<file path="config.mk">
export PLATFORM = sky130hd
export DESIGN_NAME = lpi_engine
export DESIGN_NICKNAME = d
export VERILOG_FILES = /design/src/verilog/lpi_pkg.sv /design/src/verilog/lpi_crc_if.sv /design/src/verilog/lpi_crc.sv /design/src/verilog/lpi_engine.sv
export VERILOG_INCLUDE_DIRS = /design/src /design/src/verilog
export SDC_FILE = /design/constraint.sdc
export NUM_CORES = 1
export LEC_CHECK = 0
export BUFFER_PORTS_ARGS = -buffer_cell sky130_fd_sc_hd__buf_4
export CAP_MARGIN = 20
export CELL_PAD_IN_SITES_DETAIL_PLACEMENT = 1
export CELL_PAD_IN_SITES_GLOBAL_PLACEMENT = 1
export CORE_ASPECT_RATIO = 0.9
export CORE_MARGIN = 5
export CORE_UTILIZATION = 40
export CTS_BUF_LIST = sky130_fd_sc_hd__clkbuf_2 sky130_fd_sc_hd__clkbuf_4 sky130_fd_sc_hd__clkbuf_8
export CTS_CLUSTER_SIZE = 8
export DETAILED_ROUTE_END_ITERATION = 12
export PLACE_DENSITY_LB_ADDON = 0.1
export SKIP_CTS_REPAIR_TIMING = 1
export SYNTH_ARGS = -nofsm -noshare
export SYNTH_HDL_FRONTEND = slang
export SYNTH_SLANG_ARGS = --single-unit
</file>
<file path="constraint.sdc">
create_clock -name sys_clk -period 5 [get_ports sys_clk]
set_input_delay 0.75 -clock sys_clk [delete_from_list [all_inputs] [get_ports sys_clk]]
set_output_delay 0.75 -clock sys_clk [all_outputs]
set_load 0.02 [all_outputs]
</file>
<file path="src/verilog/lpi_params.svh">
// offsets, field positions, reset values and codes of the protection engine
`ifndef LPI_PARAMS_SVH
`define LPI_PARAMS_SVH

// register byte offsets
`define LPI_REG_CFG     5'h00
`define LPI_REG_CMD     5'h04
`define LPI_REG_TAG     5'h08
`define LPI_REG_REF     5'h0c
`define LPI_REG_STAT    5'h10

// format register fields
`define LPI_CFG_TYPE_LO 0
`define LPI_CFG_FIRST   2
`define LPI_CFG_SEP     3
`define LPI_CFG_META_LO 8
`define LPI_CFG_RST     32'h0000_0800

// command register fields
`define LPI_CMD_GO      31
`define LPI_CMD_PROTECTION_ACTION_BIT   29
`define LPI_CMD_CHK_LO  26
`define LPI_CMD_OP      24
`define LPI_CMD_RST     32'h0000_0000

// protection field layout and escape values
`define LPI_PI_BYTES    8'h08
`define LPI_APP_OFF     16'hffff
`define LPI_REF_OFF     32'hffff_ffff
`define LPI_CRC_POLY    16'h8bb7
`define LPI_CRC_INIT    16'h0000

// completion codes
`define LPI_ST_OK       3'h0
`define LPI_ST_GUARD    3'h1
`define LPI_ST_APP      3'h2
`define LPI_ST_REF      3'h3

`endif

</file>
<file path="src/verilog/lpi_pkg.sv">
// types shared by the protection engine
`default_nettype none
package lpi_pkg;
  typedef enum logic [1:0] {
    LPI_PI_NONE, LPI_PI_T1, LPI_PI_T2, LPI_PI_T3
  } lpi_pi_type_t;
  typedef enum logic {LPI_OP_WRITE, LPI_OP_CMP} lpi_op_t;
  typedef enum logic [1:0] {
    LPI_IDLE, LPI_DATA, LPI_META, LPI_CHK
  } lpi_state_t;
endpackage
`default_nettype wire
</file>
<file path="src/verilog/lpi_crc_if.sv">
// carrier between the engine and its guard crc unit
`default_nettype none
interface lpi_crc_if;
  logic        clear;
  logic        en;
  logic [7:0]  data;
  logic [15:0] crc;
  modport eng (output clear, output en, output data, input crc);
  modport crc_unit (input clear, input en, input data, output crc);
endinterface
`default_nettype wire

</file>
<file path="src/verilog/lpi_crc.sv">
// bytewise guard crc, msb first, no reflection or final inversion
`include "lpi_params.svh"
`default_nettype none
module lpi_crc (
  input  wire logic    sys_clk,  // core clock
  input  wire logic    reset_n,  // async reset
  lpi_crc_if.crc_unit  bus       // clear, byte strobe, result
);
  import lpi_pkg::*;

  function automatic logic [15:0] crc_byte(input logic [15:0] c,
                                           input logic [7:0]  d);
    logic [15:0] r;
    r = c ^ {d, 8'h00};
    for (int i = 0; i < 8; i++) begin
      r = r[15] ? ((r << 1) ^ `LPI_CRC_POLY) : (r << 1);
    end
    return r;
  endfunction

  logic [15:0] crc;
  wire  [15:0] next_crc = bus.clear ? `LPI_CRC_INIT :
                          bus.en ? crc_byte(crc, bus.data) : crc;

  always_ff @(posedge sys_clk or negedge reset_n) begin
    if (!reset_n) crc <= `LPI_CRC_INIT;
    else crc <= next_crc;
  end
  assign bus.crc = crc;
endmodule
`default_nettype wire

</file>
<file path="src/verilog/lpi_engine.sv">
// per-block protection field pass, check and insert engine
// Behaviour
// - extended mode: metadata follows block data
// - separate mode: metadata from its own meta stream
// - transfer mode fixed, never mixed per command
// - eight-byte metadata is whole protection field
// - larger metadata: field first or last eight
// - protection type set at format, readable back
// - guard holds crc over block data
// - only crc guard, no checksum option
// - app tag only compared or escape-detected
// - reference tag catches misplaced blocks
// - unprotected namespace passes bytes unchanged
// - pass action: host field checked in flight
// - failed check ends with its status code
// - insert action: device generates protection field
// - only eight field bytes replaced, size kept
// - compare checks like read, returns nothing
// - bits 28,27,26 enable guard, app, ref
// - masked app compare; reference tag increments
// - escape values disable checks per type
// - inserted field: crc, expected tag, running ref
//
// The Avalon-MM register port and the register addresses were decided locally.
`include "lpi_params.svh"
`default_nettype none
module lpi_engine #(
  parameter int BLK_BYTES = 512,  // data bytes per block
  parameter int ADDR_W    = 5     // avalon byte address width
) (
  input  wire logic              sys_clk,            // core clock
  input  wire logic              reset_n,            // async reset
  input  wire logic [ADDR_W-1:0] avs_address,        // byte address
  input  wire logic              avs_read,           // read request
  input  wire logic              avs_write,          // write request
  input  wire logic [31:0]       avs_writedata,      // write data
  input  wire logic [3:0]        avs_byteenable,     // write lanes
  output logic      [31:0]       avs_readdata,       // read data
  output logic                   avs_waitrequest,    // stall
  input  wire logic              in_valid,           // host byte valid
  input  wire logic [7:0]        in_data,            // host byte
  output logic                   in_ready,           // host byte taken
  input  wire logic              meta_valid,         // meta byte valid
  input  wire logic [7:0]        meta_data,          // meta byte
  output logic                   meta_ready,         // meta byte taken
  output logic                   out_valid,          // media byte valid
  output logic      [7:0]        out_data,           // media byte
  input  wire logic              out_ready           // media takes byte
);
  import lpi_pkg::*;

  localparam logic [15:0] BLK_LAST = 16'(BLK_BYTES - 1);

  function automatic logic [31:0] merge(input logic [31:0] o,
                                        input logic [31:0] n,
                                        input logic [3:0]  be);
    logic [31:0] r;
    r = o;
    for (int i = 0; i < 4; i++) begin
      if (be[i]) r[i*8 +: 8] = n[i*8 +: 8];
    end
    return r;
  endfunction

  // register file
  logic [31:0]  cfg;
  logic [31:0]  cmd;
  logic [31:0]  tag_reg;
  logic [31:0]  ref_reg;
  logic         done;
  logic [2:0]   status_code;
  logic [15:0]  blk_done;

  // command latched at start, so the mode cannot change mid command
  lpi_pi_type_t act_type;
  lpi_op_t      act_op;
  logic         act_first;
  logic         act_sep;
  logic         act_protection_action_bit;
  logic [2:0]   act_chk;
  logic [7:0]   act_meta;
  logic [15:0]  act_app;
  logic [15:0]  act_mask;

  lpi_state_t   state;
  logic [15:0]  data_cnt;
  logic [7:0]   meta_cnt;
  logic [15:0]  blk_left;
  logic [31:0]  exp_ref;
  logic [63:0]  pi_rx;

  lpi_crc_if crc_bus ();
  lpi_crc u_crc (
    .sys_clk (sys_clk),
    .reset_n (reset_n),
    .bus     (crc_bus.crc_unit)
  );

  // bus decode
  wire        bus_req  = avs_read | avs_write;
  wire        wr_hit   = avs_write & ~avs_waitrequest;
  wire        idle     = (state == LPI_IDLE);
  wire        sel_cfg  = (avs_address == `LPI_REG_CFG);
  wire        sel_cmd  = (avs_address == `LPI_REG_CMD);
  wire        sel_tag  = (avs_address == `LPI_REG_TAG);
  wire        sel_ref  = (avs_address == `LPI_REG_REF);
  wire        sel_stat = (avs_address == `LPI_REG_STAT);
  wire [31:0] cmd_new  = merge(cmd, avs_writedata, avs_byteenable);
  // a start written before the last media byte has left is dropped
  wire        go       = wr_hit & sel_cmd & cmd_new[`LPI_CMD_GO]
                         & idle & ~out_valid;
  wire        done_clr = wr_hit & sel_stat & avs_byteenable[0]
                         & avs_writedata[1];
  wire [31:0] stat_rd  = {blk_done, 11'h000, status_code, done, ~idle};
  wire [31:0] rd_mux   = sel_cfg  ? cfg :
                         sel_cmd  ? {1'b0, cmd[30:0]} :
                         sel_tag  ? tag_reg :
                         sel_ref  ? ref_reg :
                         sel_stat ? stat_rd : 32'h0000_0000;

  // byte path decode
  wire       prot    = (act_type != LPI_PI_NONE);
  wire [7:0] pi_off  = act_first ? 8'h00 : act_meta - `LPI_PI_BYTES;
  wire [7:0] pi_rel  = meta_cnt - pi_off;
  wire       in_pi   = (state == LPI_META) & prot
                       & (meta_cnt >= pi_off) & (pi_rel < `LPI_PI_BYTES);
  wire [2:0] pi_idx  = pi_rel[2:0];
  wire       insert  = act_protection_action_bit & (act_op == LPI_OP_WRITE);
  wire       gen     = in_pi & insert;
  wire       use_mp  = (state == LPI_META) & act_sep;
  wire [7:0] src     = use_mp ? meta_data : in_data;
  wire       moving  = (state == LPI_DATA) | (state == LPI_META);
  wire       slot    = moving & ~out_valid;
  wire       hs_in   = in_ready & in_valid;
  wire       hs_meta = meta_ready & meta_valid;
  wire       step    = gen ? slot : (hs_in | hs_meta);
  wire       data_end = (state == LPI_DATA) & (data_cnt == BLK_LAST);
  wire       meta_end = (state == LPI_META)
                        & (meta_cnt == act_meta - 8'h01);

  // generated field, most significant byte first
  wire [63:0] gen_pi  = {crc_bus.crc, act_app, exp_ref};
  wire [7:0]  gen_b   = gen_pi[8'd63 - {pi_idx, 3'b000} -: 8];
  wire [7:0]  byte_v  = gen ? gen_b : src;

  // received field split
  wire [15:0] pi_guard = pi_rx[63:48];
  wire [15:0] pi_app   = pi_rx[47:32];
  wire [31:0] pi_ref   = pi_rx[31:0];
  wire        esc1  = (act_type == LPI_PI_T1) & (pi_app == `LPI_APP_OFF);
  wire        esc2  = (act_type == LPI_PI_T2) & (pi_app == `LPI_APP_OFF)
                      & (pi_ref == `LPI_REF_OFF);
  // inserting writes have no host field to check
  wire        chk_on = prot & ~insert & ~esc1 & ~esc2;
  wire        g_err  = chk_on & act_chk[2]
                       & (pi_guard != crc_bus.crc);
  wire        a_err  = chk_on & act_chk[1]
                       & (((pi_app ^ act_app) & act_mask) != 16'h0000);
  wire        r_err  = chk_on & act_chk[0] & (pi_ref != exp_ref);
  wire        any_err = g_err | a_err | r_err;
  wire [2:0]  err_code = g_err ? `LPI_ST_GUARD :
                         a_err ? `LPI_ST_APP : `LPI_ST_REF;
  wire        chk_st  = (state == LPI_CHK);
  wire        finish  = chk_st & (any_err | (blk_left == 16'h0001));
  wire        go_zero = go & (cmd_new[15:0] == 16'h0000);

  assign crc_bus.clear = chk_st | go;
  assign crc_bus.en    = step & (state == LPI_DATA) & prot;
  assign crc_bus.data  = src;

  // avalon slave: one wait cycle per access
  always_ff @(posedge sys_clk or negedge reset_n) begin
    if (!reset_n) begin
      avs_waitrequest <= 1'b1;
      avs_readdata    <= 32'h0000_0000;
    end else begin
      avs_waitrequest <= ~(bus_req & avs_waitrequest);
      if (avs_read & avs_waitrequest) avs_readdata <= rd_mux;
    end
  end

  // format changes only between commands
  always_ff @(posedge sys_clk or negedge reset_n) begin
    if (!reset_n) begin
      cfg     <= `LPI_CFG_RST;
      cmd     <= `LPI_CMD_RST;
      tag_reg <= 32'h0000_0000;
      ref_reg <= 32'h0000_0000;
    end else begin
      if (wr_hit & sel_cfg & idle)
        cfg <= merge(cfg, avs_writedata, avs_byteenable);
      // go is a strobe: never stored, so a partial write cannot restart
      if (wr_hit & sel_cmd & idle) cmd <= {1'b0, cmd_new[30:0]};
      if (wr_hit & sel_tag) tag_reg <= merge(tag_reg, avs_writedata,
                                             avs_byteenable);
      if (wr_hit & sel_ref) ref_reg <= merge(ref_reg, avs_writedata,
                                             avs_byteenable);
    end
  end

  // completion status; a finish beats a same-cycle clear
  always_ff @(posedge sys_clk or negedge reset_n) begin
    if (!reset_n) begin
      done        <= 1'b0;
      status_code <= `LPI_ST_OK;
      blk_done    <= 16'h0000;
    end else begin
      done <= finish | go_zero | (done & ~done_clr);
      if (go) begin
        status_code <= `LPI_ST_OK;
        blk_done    <= 16'h0000;
      end else if (chk_st) begin
        if (any_err) status_code <= err_code;
        else blk_done <= blk_done + 16'h0001;
      end
    end
  end

  // latch the command and format at start
  always_ff @(posedge sys_clk or negedge reset_n) begin
    if (!reset_n) begin
      act_type  <= LPI_PI_NONE;
      act_op    <= LPI_OP_WRITE;
      act_first <= 1'b0;
      act_sep   <= 1'b0;
      act_protection_action_bit <= 1'b0;
      act_chk   <= 3'h0;
      act_meta  <= 8'h00;
      act_app   <= 16'h0000;
      act_mask  <= 16'h0000;
    end else if (go) begin
      act_type  <= lpi_pi_type_t'(cfg[`LPI_CFG_TYPE_LO +: 2]);
      act_first <= cfg[`LPI_CFG_FIRST];
      act_sep   <= cfg[`LPI_CFG_SEP];
      act_meta  <= cfg[`LPI_CFG_META_LO +: 8];
      act_op    <= lpi_op_t'(cmd_new[`LPI_CMD_OP]);
      act_protection_action_bit <= cmd_new[`LPI_CMD_PROTECTION_ACTION_BIT];
      act_chk   <= cmd_new[`LPI_CMD_CHK_LO +: 3];
      act_app   <= tag_reg[15:0];
      act_mask  <= tag_reg[31:16];
    end
  end

  // block sequencer
  always_ff @(posedge sys_clk or negedge reset_n) begin
    if (!reset_n) begin
      state    <= LPI_IDLE;
      data_cnt <= 16'h0000;
      meta_cnt <= 8'h00;
      blk_left <= 16'h0000;
      exp_ref  <= 32'h0000_0000;
    end else begin
      case (state)
        LPI_IDLE: begin
          data_cnt <= 16'h0000;
          meta_cnt <= 8'h00;
          if (go & ~go_zero) begin
            blk_left <= cmd_new[15:0];
            exp_ref  <= ref_reg;
            state    <= LPI_DATA;
          end
        end
        LPI_DATA: begin
          if (step) begin
            data_cnt <= data_cnt + 16'h0001;
            if (data_end)
              state <= (act_meta == 8'h00) ? LPI_CHK : LPI_META;
          end
        end
        LPI_META: begin
          if (step) begin
            meta_cnt <= meta_cnt + 8'h01;
            if (meta_end) state <= LPI_CHK;
          end
        end
        LPI_CHK: begin
          data_cnt <= 16'h0000;
          meta_cnt <= 8'h00;
          blk_left <= blk_left - 16'h0001;
          exp_ref  <= exp_ref + 32'h0000_0001;
          state    <= finish ? LPI_IDLE : LPI_DATA;
        end
        default: state <= LPI_IDLE;
      endcase
    end
  end

  // byte mover; ready drops after each take, back a cycle after out_valid is seen low
  always_ff @(posedge sys_clk or negedge reset_n) begin
    if (!reset_n) begin
      in_ready   <= 1'b0;
      meta_ready <= 1'b0;
      out_valid  <= 1'b0;
      out_data   <= 8'h00;
      pi_rx      <= 64'h0;
    end else begin
      in_ready   <= slot & ~gen & ~use_mp & ~hs_in;
      meta_ready <= slot & ~gen & use_mp & ~hs_meta;
      if (step & (act_op == LPI_OP_WRITE)) begin
        out_valid <= 1'b1;
        out_data  <= byte_v;
      end else if (out_ready) begin
        out_valid <= 1'b0;
      end
      if (step & in_pi & ~gen) pi_rx <= {pi_rx[55:0], src};
    end
  end
endmodule
`default_nettype wire

</file>
# Word level (Yosys, flattened, before mapping)
# Index checks and enable logic that the tools add are counted.
# totals
register_bits	394
in_bits	64
out_inout_bits	44
word_cells	242
# classes
magnitude_cmp	2
n_addsub	9
n_eq_ne	22
n_mux	48
shift	1
n_bitwise	86
n_reduce_logical	34
# ops
cell	count
16-bit 2-to-1 mux	15
32-bit 2-to-1 mux	6
10-bit NOT	8
71-bit by 9-bit variable part select with 8-bit output	1
16-bit case mux with 2 select lines	2
32-bit case mux with 2 select lines	1
8-bit 2-to-1 mux	7
1-bit bitwise AND	52
2-bit AND reduction	19
16-bit by 1-bit adder with 16-bit output (second input constant)	2
32-bit by 1-bit adder with 32-bit output (second input constant)	1
32-bit == test (second input constant)	1
32-bit inequality test	1
16-bit XOR	2
16-bit bitwise AND	1
16-bit by 1-bit == test with 1-bit output (second input constant)	1
16-bit == test (second input constant)	1
16-bit by 9-bit == test with 1-bit output (second input constant)	1
16-bit logical NOT	1
16-bit inequality test	1
8-bit case mux with 2 select lines	1
16-bit nonzero test	1
2-bit nonzero test	8
16-bit by 1-bit subtractor with 16-bit output (second input constant)	1
26 further kinds	67

# Longest topological paths before layout
# Gate-level depths: netlist (run 1).
# logic_depth
word_depth	22
depth_mapped	16
depth_no_buf	14

# Modules after synthesis
# From an unflattened synthesis (run 1), not the netlist that was laid out.
# unflattened
cells_unflattened	1955
area_unflattened_um2	20543.5
# by_module_without_submodules
module	n_inst	cells_each	area_per_inst_um2	seq_area_each_um2
lpi_engine	1	1856	19377.3	9436.6
lpi_crc	1	99	1166.1	400.4

# Worst setup path after synthesis (run 1)
# No wires, ideal clock.
# synth_path
path_kind	register to register
from	register act_meta[3]
to	register out_data[0]
n_path_buf	2
path_stages_with_launch	14
synth_period_minus_slack_ps	3562
setup_ps	125
arrival_time_ps	3438
t_required_ps	4875
slack_ps	1438
cell_sequence	dfrtp_1 inv_1 ha_1 or2_2 ha_1 o2111ai_1 a31o_1 a211o_1 or4_1 buf_6 a21oi_2 nor2b_1 buf_4 mux2_2
# synth_via
elab_chain_cells	8
elab_cells_between_ends	11
cone_classes	add/sub: 2; order compare: 2; mux: 3; bitwise: 4
# synth_lines
element	line_no	rtl
start: declaration	lpi_engine.sv:81	logic [7:0] act_meta;
start signal: assignment	lpi_engine.sv:235	act_meta <= cfg[`LPI_CFG_META_LO +: 8];
8-bit by 4-bit subtractor with 8-bit output (no line) *	--	
8-bit 2-to-1 mux (no line) *	--	
8-bit subtractor / 8-bit >= comparator (equally long branches)	lpi_engine.sv:124, lpi_engine.sv:126	
8-bit by 4-bit less-than comparator with 1-bit output (no line) / 1-bit bitwise AND (equally long branches)	--	
1-bit bitwise AND *	lpi_engine.sv:125	wire in_pi = (state == LPI_META) & prot
1-bit bitwise AND *	lpi_engine.sv:129	wire gen = in_pi & insert;
1-bit 2-to-1 mux	lpi_engine.sv:136	wire step = gen ? slot : (hs_in | hs_meta);
1-bit bitwise AND	lpi_engine.sv:299	if (step & (act_op == LPI_OP_WRITE)) begin
end signal: assignment	lpi_engine.sv:301	out_data <= byte_v;
end: declaration	lpi_engine.sv:47	output logic [7:0] out_data,
# Every way passes the cells marked *; elsewhere a longest branch is shown, timed or not.
# A chain may end at the register's enable or synchronous reset.

# Final worst setup path (run 1)
# layout_path
from	register act_meta[3]
to	register out_data[6]
# Same word-level chain as after synthesis.

==> results.sh, run 1 <==
export IMPL_power_leakage_nw=11.04
export IMPL_place_congestion=0.9077
export IMPL_worstPathRequired_ps=5530
export IMPL_die_x_um=251.0
export IMPL_synth_area_um2=20910
export IMPL_ctsHtreeMaxLevel=3
export IMPL_seq_power_share_pct=39.5
export IMPL_cts_tree="built"
export IMPL_period_share_pct=88.67
export IMPL_port_buffers=107
export IMPL_end_kind="flop"
export IMPL_relSlewSlack_pct=25.42
export IMPL_io_pins=108
export IMPL_synth_seq_area_share_pct=47.05
export IMPL_p_total_mw=11.01
export IMPL_worstMarginPinSlew_ps=1119
export IMPL_top_register="pi_rx"
export IMPL_dp_hpwl_mm=49.33
export IMPL_drt_total_wl_mm=68.05
export IMPL_crit_path_cell_trace="inv_1 -> ha_1 -> or2_2 -> ha_1 -> o2111ai_1 -> a31o_1 -> a211o_1 -> or4_1 -> a21oi_2 -> nor2b_1 -> mux2_2"
export IMPL_die_area_um2=56950
export IMPL_drt_pass1_iterations=5
export IMPL_synth_edff_count=0
export IMPL_setup_viol=0
export IMPL_mostFrequentLayoutCell="dfrtp_1"
export IMPL_fmax_mhz=225.6
export IMPL_combPwrFrac_pct=32.7
export IMPL_synthDistinctLibCells=82
export IMPL_maxCapViolCount=0
export IMPL_critPathSlowestCell="or4_1"
export IMPL_grt_overflow_total=0
export IMPL_swShare_pct=37.68
export IMPL_antenna_left=0
export IMPL_r2r_cells=11
export IMPL_synth_main_ff_cell="dfrtp_1"
export IMPL_grt_antenna_before_repair=0
export IMPL_powerDensity_nw_per_um2=462.3
export IMPL_antenna_cells=0
export IMPL_min_period_ps=4433
export IMPL_grt_pass1_vias=16823
export IMPL_syn_to_final_growth_pct=13.95
export IMPL_path_class="reg -> reg"
export IMPL_syn_inst=2009
export IMPL_drcViolationCount=0
export IMPL_initial_core_util_pct=40.44
export IMPL_ys_ff_latch=393
export IMPL_setup_slack_ps=566.6
export IMPL_wl_per_cell_um=23.94
export IMPL_fp_dieH_um=226.9
export IMPL_grt_start_max_net_pins=106
export IMPL_mostFrequentLayoutCells="dfrtp_1, nand2_1, mux2_2, buf_4, a21oi_1"
export IMPL_start_kind="flop"
export IMPL_syn_area_per_cell_um2=10.41
export IMPL_core_um2=51700
export IMPL_cp_common_cell="ha_1"
export IMPL_root_buffer="clkbuf_8"
export IMPL_internal_power_mw=6.865
export IMPL_core_rowCount=79
export IMPL_async_flop_share_pct=100.0
export IMPL_clockPowerShare_pct=27.9
export IMPL_clock_path_buffers=3
export IMPL_power_switching_mw=4.150
export IMPL_viasPerCell=5.722
export IMPL_rsz0062_at_grt="false"
export IMPL_drv_slew=0
export IMPL_ys_warn_count=0
export IMPL_placed_cells=2722
export IMPL_drt_iter0_markers=1080
export IMPL_setup_tns_ps=0
export IMPL_vias=16261
export IMPL_cts_sinks=393
export IMPL_crit_path_max_incr_delay_ps=740
export IMPL_track_usage_pct=23.69
export IMPL_fin_cells=2842
export IMPL_place_ws_ps=553.2
export IMPL_finalClockSkew_ps=22.92
export IMPL_numCtsBuffers=71
export IMPL_syn_nets=2096
export IMPL_hold_violations=0
export IMPL_clk_pin_slew_ps=60
export IMPL_fin_nets=2196
export IMPL_drive_above_1_share_pct=23.77
export IMPL_worstHoldPathType="in -> async"
export IMPL_path_max_fanout=9
export IMPL_worstSkewPairLatency_ps=650
export IMPL_outcome="complete, no violations"
export IMPL_largest_register_ffs=64
export IMPL_max_vdd_ir_drop_v=0.0002712
export IMPL_grt_pass1_wl_mm=104.7
export IMPL_arrival_ps=4960
==> kinds of logic (layout without fill, tap and decap cells) <==
logic type,count (synthesis),after routing,synth area share [%]
flip-flops,393,393,47.05
AO/OA/AOI/OAI,394,394,11.99
adder cells (fa/ha/maj),23,23,1.412
buffers and inverters,158,303,2.992
AND/OR/NAND/NOR,590,590,13.32
XOR/XNOR,136,136,5.984
multiplexers,315,315,17.25
==> worst max-delay path, delay by kind of cell, from the launching register on <==
family | cells | cell delay, ps
AOI/OAI and AO/OA | 4 | 990
buffers and inverters | 1 | 110
adders and majority gates | 2 | 700
DFF | 1 | 460
and+or+nand+nor | 3 | 1640
muxes | 1 | 410
==> routing by layer <==
metal	GRT usage (%)	vias to the layer above	share of wire, %
li1	-	7411	-
met1	35.43	8398	49
met2	35.58	364	44
met3	4.656	88	5.2
met4	5.791	0	2.0
met5	0	-	0
==> power groups by stage <==
stage,logic [mW],clock network [mW],registers [mW]
after floorplan,2.63,0,4.12
after global placement,3.49,0,4.36
after detailed placement,3.60,0,4.39
after CTS,3.62,3.15,4.33
after global routing,3.94,3.31,4.41
final,3.60,3.07,4.35
==> synthesized netlist by cell type (4+ instances only) <==
library cell / n / area (um2)
dfrtp_1: 391 / 9784
nand2_1: 246 / 923.4
mux2_2: 198 / 2230
a21oi_1: 123 / 615.6
o21ai_0: 108 / 540.5
nor2_1: 101 / 379.1
mux2i_1: 98 / 980.9
clkbuf_1: 82 / 307.8
xor2_1: 69 / 604.3
nand3_1: 65 / 325.3
xnor2_1: 60 / 525.5
inv_1: 48 / 180.2
nand4_1: 31 / 193.9
nor3_1: 30 / 150.1
o22a_1: 30 / 262.8
o22ai_1: 30 / 187.7
nor4_1: 26 / 162.7
and3_1: 24 / 150.1
ha_1: 22 / 275.3
mux4_2: 16 / 360.4
a22o_1: 14 / 122.6
buf_1: 13 / 48.80
o21bai_1: 13 / 97.59
a22oi_1: 12 / 90.09
nand2b_1: 12 / 75.07
buf_2: 11 / 55.05
and2_1: 10 / 62.56
o2bb2ai_1: 9 / 78.83
a211oi_1: 8 / 60.06
nor2b_1: 8 / 50.05
nor3b_1: 6 / 45.04
or2_2: 5 / 31.28
a31o_2: 4 / 35.03
and4_1: 4 / 35.03
or3_1: 4 / 25.02
==> stage by stage <==
step	cell area, um2	hold WS [ps]	util, %
6_report	23820	134.5	46.09
5_1_grt	23820	164.3	46.09
4_1_cts	23810	133.1	46.06
3_5_place_dp	22410	474.9	43.36
3_3_place_gp	22410	466.2	43.36
2_1_floorplan	20910	443.6	-
==> worst paths after layout <==
kind	startpoint	to	slack, ps
max in group asynchronous	reset_n	blk_done[6]	3630
max	act_meta[3]	out_data[6]	570
min	reset_n	u_crc.bus.crc[0]	130
min in group sys_clk	avs_read	avs_waitrequest	270
max reg2reg	act_meta[3]	out_data[6]	570
min reg2reg	avs_readdata[28]	avs_readdata[28]	480
==> final cells by class <==
type / count / area, um2
Fill cell: 5656 / 27870
Multi-Input combinational cell: 1458 / 10480
Sequential cell: 393 / 9837
Clock buffer: 111 / 1353
Timing Repair Buffer: 137 / 1074
Tap cell: 688 / 860.8
Inverter: 48 / 180.2
Clock inverter: 7 / 43.79
(Power assumes the default switching activity.)
==> run 2: changes to the inputs <==
--- a/config.mk
+++ b/config.mk
@@ -6,11 +6,10 @@
 export SDC_FILE = /design/constraint.sdc
 export NUM_CORES = 1
 export LEC_CHECK = 0
-export BUFFER_PORTS_ARGS = -buffer_cell sky130_fd_sc_hd__buf_4
+export BUFFER_PORTS_ARGS = -buffer_cell sky130_fd_sc_hd__buf_2
 export CAP_MARGIN = 20
 export CELL_PAD_IN_SITES_DETAIL_PLACEMENT = 1
 export CELL_PAD_IN_SITES_GLOBAL_PLACEMENT = 1
-export CORE_ASPECT_RATIO = 0.9
 export CORE_MARGIN = 5
 export CORE_UTILIZATION = 40
 export CTS_BUF_LIST = sky130_fd_sc_hd__clkbuf_2 sky130_fd_sc_hd__clkbuf_4 sky130_fd_sc_hd__clkbuf_8
==> run 2 against run 1 <==
Power rose by 1.5%. Core utilization fell by 0.057 points. Sequential power barely moved. Clock-buffer cell count rose by 12. Critical endpoint is now out_data[1]. Clock power rose by 7.2%.
==> results.sh, run 2 (synthesis results as in run 1) <==
export IMPL_mostFrequentLayoutCells="dfrtp_1, nand2_1, mux2_2, a21oi_1, o21ai_0"
export IMPL_io_pins=108
export IMPL_worstMarginPinSlew_ps=1082
export IMPL_grt_pass1_wl_mm=105.7
export IMPL_viasPerCell=5.734
export IMPL_worstSkewPairLatency_ps=640
export IMPL_r2r_start="act_meta[3]"
export IMPL_track_usage_pct=23.65
export IMPL_cts_tree="built"
export IMPL_arrival_ps=4760
export IMPL_hold_violations=0
export IMPL_period_share_pct=84.98
export IMPL_min_period_ps=4249
export IMPL_crit_buf_inv=3
export IMPL_clk_pin_slew_ps=60
export IMPL_rsz0062_at_grt="false"
export IMPL_initial_core_util_pct=40.59
export IMPL_die_area_um2=56940
export IMPL_place_congestion=0.9150
export IMPL_core_rowCount=83
export IMPL_end_kind="flop"
export IMPL_clock_path_buffers=3
export IMPL_startpoint="act_meta[3]"
export IMPL_power_leakage_nw=11.07
export IMPL_mostFrequentLayoutCell="dfrtp_1"
export IMPL_die_x_um=238.6
export IMPL_worstHoldPathType="in -> async"
export IMPL_crit_path_max_incr_delay_ps=620
export IMPL_grt_start_max_net_pins=106
export IMPL_largest_register_ffs=64
export IMPL_ctsHtreeMaxLevel=3
export IMPL_grt_antenna_before_repair=4
export IMPL_drcViolationCount=0
export IMPL_syn_to_final_growth_pct=13.40
export IMPL_n_fill_cell=5709
export IMPL_multiInputGateArea_um2=10480
export IMPL_fmax_mhz=235.3
export IMPL_vias=16319
export IMPL_fp_dieH_um=238.6
export IMPL_powerDensity_nw_per_um2=471.7
export IMPL_port_buffers=107
export IMPL_maxCapViolCount=0
export IMPL_critPathSlowestCell="nor2b_1"
export IMPL_max_vdd_ir_drop_v=0.0002068
export IMPL_grt_overflow_total=0
export IMPL_top_register="pi_rx"
export IMPL_final_area_um2=23710
export IMPL_place_area_um2=22140
export IMPL_drv_slew=0
export IMPL_grt_pass1_vias=17068
export IMPL_outcome="complete, no violations"
export IMPL_p_total_mw=11.18
export IMPL_numCtsBuffers=74
export IMPL_finalClockSkew_ps=30.66
export IMPL_path_delay_family="simple AND/OR/NAND/NOR gates"
export IMPL_path_max_fanout=9
export IMPL_setup_viol=0
export IMPL_seq_area_um2=9837
export IMPL_setup_tns_ps=0
export IMPL_drt_iter0_markers=1160
export IMPL_wl_per_cell_um=23.84
export IMPL_drt_total_wl_mm=67.86
export IMPL_path_class="reg -> reg"
export IMPL_final_util_pct=46.03
export IMPL_worstPathRequired_ps=5510
export IMPL_crit_path_cell_trace="inv_1 -> ha_1 -> or2_2 -> ha_1 -> inv_1 -> nor3_1 -> mux2i_1 -> a211o_1 -> or4_1 -> buf_4 -> a21oi_2 -> nor2b_1 -> mux2_2"
export IMPL_cts_sinks=393
export IMPL_fin_nets=2200
export IMPL_relSlewSlack_pct=27.64
export IMPL_root_buffer="clkbuf_8"
export IMPL_drive_above_1_share_pct=24.12
export IMPL_start_kind="flop"
export IMPL_antenna_left=0
export IMPL_core_um2=51510
export IMPL_dp_hpwl_mm=48.93
export IMPL_drt_pass1_iterations=6
==> run 2: cell type report <==
type | instances | area share (%)
Clock buffer | 123 | 6.454
Inverter | 48 | 0.7599
Sequential cell | 393 | 41.49
Tap cell | 680 | 3.589
Timing Repair Buffer | 138 | 3.399
Antenna cell | 2 | 0.02111
Clock inverter | 4 | 0.1003
Multi-Input combinational cell | 1458 | 44.19
==> run 2: power by group <==
group | switching (mW) | internal (mW) | leakage [nW]
Combinational | 2.07 | 1.47 | 5.00
Clock | 1.38 | 1.91 | 0.833
Sequential | 0.706 | 3.64 | 5.24
==> run 2: stage by stage <==
step	hold slack (ps)	setup slack [ps]	instances
finish	155.9	750.9	2846
global route	205.9	489.7	2846
CTS	185.0	568.4	2843
detailed placement	468.9	604.6	2716
global placement	462.0	630.7	2716
floorplan	443.6	1438	2009
==> run 2: routing by layer <==
metal,up-vias,wire [um],GRT usage (%),share of wire [%]
met1,8432,32450,34.48,48
met3,98,2997,4.003,4.4
li1,7423,-,-,-
met5,-,0,0,0
met4,0,1771,6.539,2.6
met2,366,30640,36.62,45
==> run 2: final timing paths <==
check                           slack (ps)  depth (start not counted)           endpoint
worst max-delay path                   750                         13        out_data[1]
worst min-delay path                   160                          1  u_crc.bus.crc[15]
worst max register to register         750                         13        out_data[1]
worst min register to register         480                          2        act_mask[3]
max in group asynchronous             3560                          2        exp_ref[27]
min in group sys_clk                   270                          2    avs_waitrequest
==> run 2: worst register-to-register path, delay by kind of cell, from the launching register on <==
family          cells  cell delay, ps
compound gates      2             480
fa+ha+maj           2             690
buf+inv             3             380
flops               1             460
mux                 2             540
simple gates        4            1580
==> run 3: changes to the inputs <==
--- a/config.mk
+++ b/config.mk
@@ -6,6 +6,7 @@
 export SDC_FILE = /design/constraint.sdc
 export NUM_CORES = 1
 export LEC_CHECK = 0
+export ABC_AREA = 1
 export BUFFER_PORTS_ARGS = -buffer_cell sky130_fd_sc_hd__buf_2
 export CAP_MARGIN = 20
 export CELL_PAD_IN_SITES_DETAIL_PLACEMENT = 1
==> constraint.sdc (replaced) <==
create_clock -name sys_clk -period 4.3 [get_ports sys_clk]
set_input_delay 0.645 -clock sys_clk [delete_from_list [all_inputs] [get_ports sys_clk]]
set_output_delay 0.645 -clock sys_clk [all_outputs]
set_load 0.02 [all_outputs]
==> run 3 against run 2 <==
Register-to-register slack lost 210 ps. Design area grew 2.0%. Sequential share of layout area shrank 0.83 points. Hold slack gained 5.8 ps. Synthesized area grew 1.6%. Clock power grew 22%. Worst setup slack lost 210 ps. Global-route usage grew 2.6 points. Clock-buffer cell count shrank 6. Via count grew 20%. Largest cell class unchanged. Largest power group unchanged.
==> results.sh, run 3 <==
export IMPL_outcome="complete, no violations"
export IMPL_synth_edff_count=0
export IMPL_worstPathRequired_ps=4820
export IMPL_io_pins=108
export IMPL_grt_pass1_vias=20556
export IMPL_synth_common_cells="nand2_1, dfrtp_1, o21ai_0"
export IMPL_grt_overflow_total=0
export IMPL_n_fill_cell=6511
export IMPL_antenna_left=0
export IMPL_start_kind="flop"
export IMPL_wl_per_cell_um=21.16
export IMPL_vias=19571
export IMPL_drcViolationCount=0
export IMPL_synth_area_um2=21230
export IMPL_fin_cells=3581
export IMPL_fmax_mhz=266.4
export IMPL_yosys_area_top_type="dfrtp_1"
export IMPL_min_period_ps=3754
export IMPL_power_leakage_nw=11.31
export IMPL_setup_viol=0
export IMPL_path_max_fanout=42
export IMPL_clk_pin_slew_ps=60
export IMPL_synth_most_common_cell="nand2_1"
export IMPL_max_vdd_ir_drop_v=0.0002392
export IMPL_root_buffer="clkbuf_8"
export IMPL_syn_nets=2804
export IMPL_internal_power_mw=8.208
export IMPL_seq_area_um2=9837
export IMPL_synth_main_ff_cell="dfrtp_1"
export IMPL_ctsHtreeMaxLevel=3
export IMPL_placed_cells=3444
export IMPL_die_area_um2=57790
export IMPL_setup_tns_ps=0
export IMPL_syn_to_final_growth_pct=13.94
export IMPL_drt_pass1_iterations=5
export IMPL_end_kind="flop"
export IMPL_grt_pass1_wl_mm=118.6
export IMPL_cts_tree="built"
export IMPL_rrSetupSlack_ps=550
export IMPL_powerDensity_nw_per_um2=578.7
export IMPL_seq_power_share_pct=37.6
export IMPL_synth_seq_area_share_pct=46.33
export IMPL_syn_area_per_cell_um2=7.815
export IMPL_syn_inst=2717
export IMPL_drive_above_1_share_pct=12.76
export IMPL_place_congestion=0.8970
export IMPL_track_usage_pct=26.22
export IMPL_clock_path_buffers=3
export IMPL_initial_core_util_pct=40.40
export IMPL_mostFrequentLayoutCell="nand2_1"
export IMPL_drv_slew=0
export IMPL_final_util_pct=46.04
export IMPL_async_flop_share_pct=100.0
export IMPL_worstHoldPathType="in -> reg"
export IMPL_synth_top_area_share_pct=46.08
export IMPL_swShare_pct=41.37
export IMPL_drt_iter0_markers=1303
export IMPL_period_share_pct=87.31
export IMPL_worstMarginPinSlew_ps=950.1
export IMPL_yosys_top_cells_area="dfrtp_1, nand2_1, o21ai_0"
export IMPL_setup_slack_ps=545.7
export IMPL_port_buffers=107
export IMPL_largest_register_ffs=64
export IMPL_hold_violations=0
export IMPL_rsz0062_at_grt="false"
export IMPL_finalClockSkew_ps=41.96
export IMPL_ys_warn_count=0
export IMPL_ys_ff_latch=393
export IMPL_combPwrFrac_pct=33.7
export IMPL_multiInputGateArea_um2=9891
export IMPL_cts_sinks=393
export IMPL_arrival_ps=4280
export IMPL_grt_antenna_before_repair=3
export IMPL_core_rowCount=84
export IMPL_holdPathStages=2
export IMPL_worstSkewPairLatency_ps=670
export IMPL_top_register="pi_rx"
export IMPL_core_um2=52550
export IMPL_mostFrequentLayoutCells="nand2_1, dfrtp_1, o21ai_0, inv_1, nor2_1"
export IMPL_synthDistinctLibCells=59
export IMPL_path_class="reg -> reg"
export IMPL_fin_nets=2921
export IMPL_grt_start_max_net_pins=99
export IMPL_r2r_cells=16
export IMPL_numCtsBuffers=73
export IMPL_fp_dieH_um=240.4
export IMPL_dp_hpwl_mm=55.95
export IMPL_relSlewSlack_pct=36.66
export IMPL_die_x_um=240.4
export IMPL_power_switching_mw=5.792
export IMPL_clockPowerShare_pct=28.6
export IMPL_place_ws_ps=578.7
export IMPL_viasPerCell=5.465
export IMPL_maxCapViolCount=0
export IMPL_drt_total_wl_mm=75.77
-- run 3: changes by cell type in the layout (fill, tap and decap cells not counted), moves of 53 or more --
| cell | change |
|---|---|
| mux2i_1 | -98 |
| o21ai_0 | +260 |
| nor2_1 | +53 |
| nand2_1 | +487 |
| nand3_1 | +78 |
| mux2_2 | -188 |
| inv_1 | +218 |
-- run 3: final timing paths --
path / endpoint / start
setup / recovery: pi_rx[52] / act_meta[3]
hold / removal: avs_waitrequest / avs_read
setup reg to reg: pi_rx[52] / act_meta[3]
hold reg to reg: act_mask[13] / act_mask[13]
max in group asynchronous: blk_done[13] / reset_n
min in group asynchronous: meta_cnt[6] / reset_n
-- run 3: worst max-delay path, cell delays in order, from the launching register on --
cell     delay (ps)
dfrtp_1         400
inv_1           110
ha_1            320
or2_2           290
ha_1            380
inv_1            60
o21ai_0         230
a21oi_1         130
nand2_1          80
nand2_1          50
nand2_1          80
inv_1            70
nor3b_2         390
nand3_4         490
buf_4           360
nor2_1          110
a21oi_1          50
-- run 3: layout make-up --
| cell class | count | area share, % |
|---|---|---|
| multi-input cells | 1935 | 40.88 |
| clock buffers | 117 | 6.165 |
| well taps | 688 | 3.558 |
| repair buffers | 153 | 3.900 |
| inverters | 278 | 4.313 |
| diodes | 2 | 0.02069 |
| clock inverters | 15 | 0.4965 |
| flip-flops and latches | 393 | 40.66 |
-- run 3: power by group through the flow --
stage               registers, mW  clock network (mW)  logic, mW
floorplan                    5.06                   0       3.23
global placement             5.28                   0       4.55
detailed placement           5.31                   0       4.71
CTS                          5.25                4.11       4.74
global route                 5.35                4.27       5.30
finish                       5.27                4.01       4.72
-- run 3: layer usage --
metal  up-vias  GRT usage, %  routed length (um)
li1       9216             -                   -
met1      9742         36.62               34720
met2       493         41.85               34730
met3       116         5.047                4357
met4         4         7.565                1927
met5         -             0                  31
-- run 3: kinds of logic after synthesis --
logic type,after synthesis,share of synthesized area (%)
AO/OA/AOI/OAI,587,15.12
XOR/XNOR,116,5.068
adder cells (fa/ha/maj),23,1.391
buffers and inverters,389,7.183
flip-flops,393,46.33
multiplexers,10,0.5304
AND/OR/NAND/NOR,1199,24.38
-- run 3: metrics by stage --
stage               cell area (um2)  power (mW)  hold WS, ps
floorplan                     21230       8.291        349.4
global placement              22540       9.828        461.2
detailed placement            22540       10.02        463.0
CTS                           24150       14.10       -32.49
global route                  24190       14.92        131.0
finish                        24190       14.00        161.7
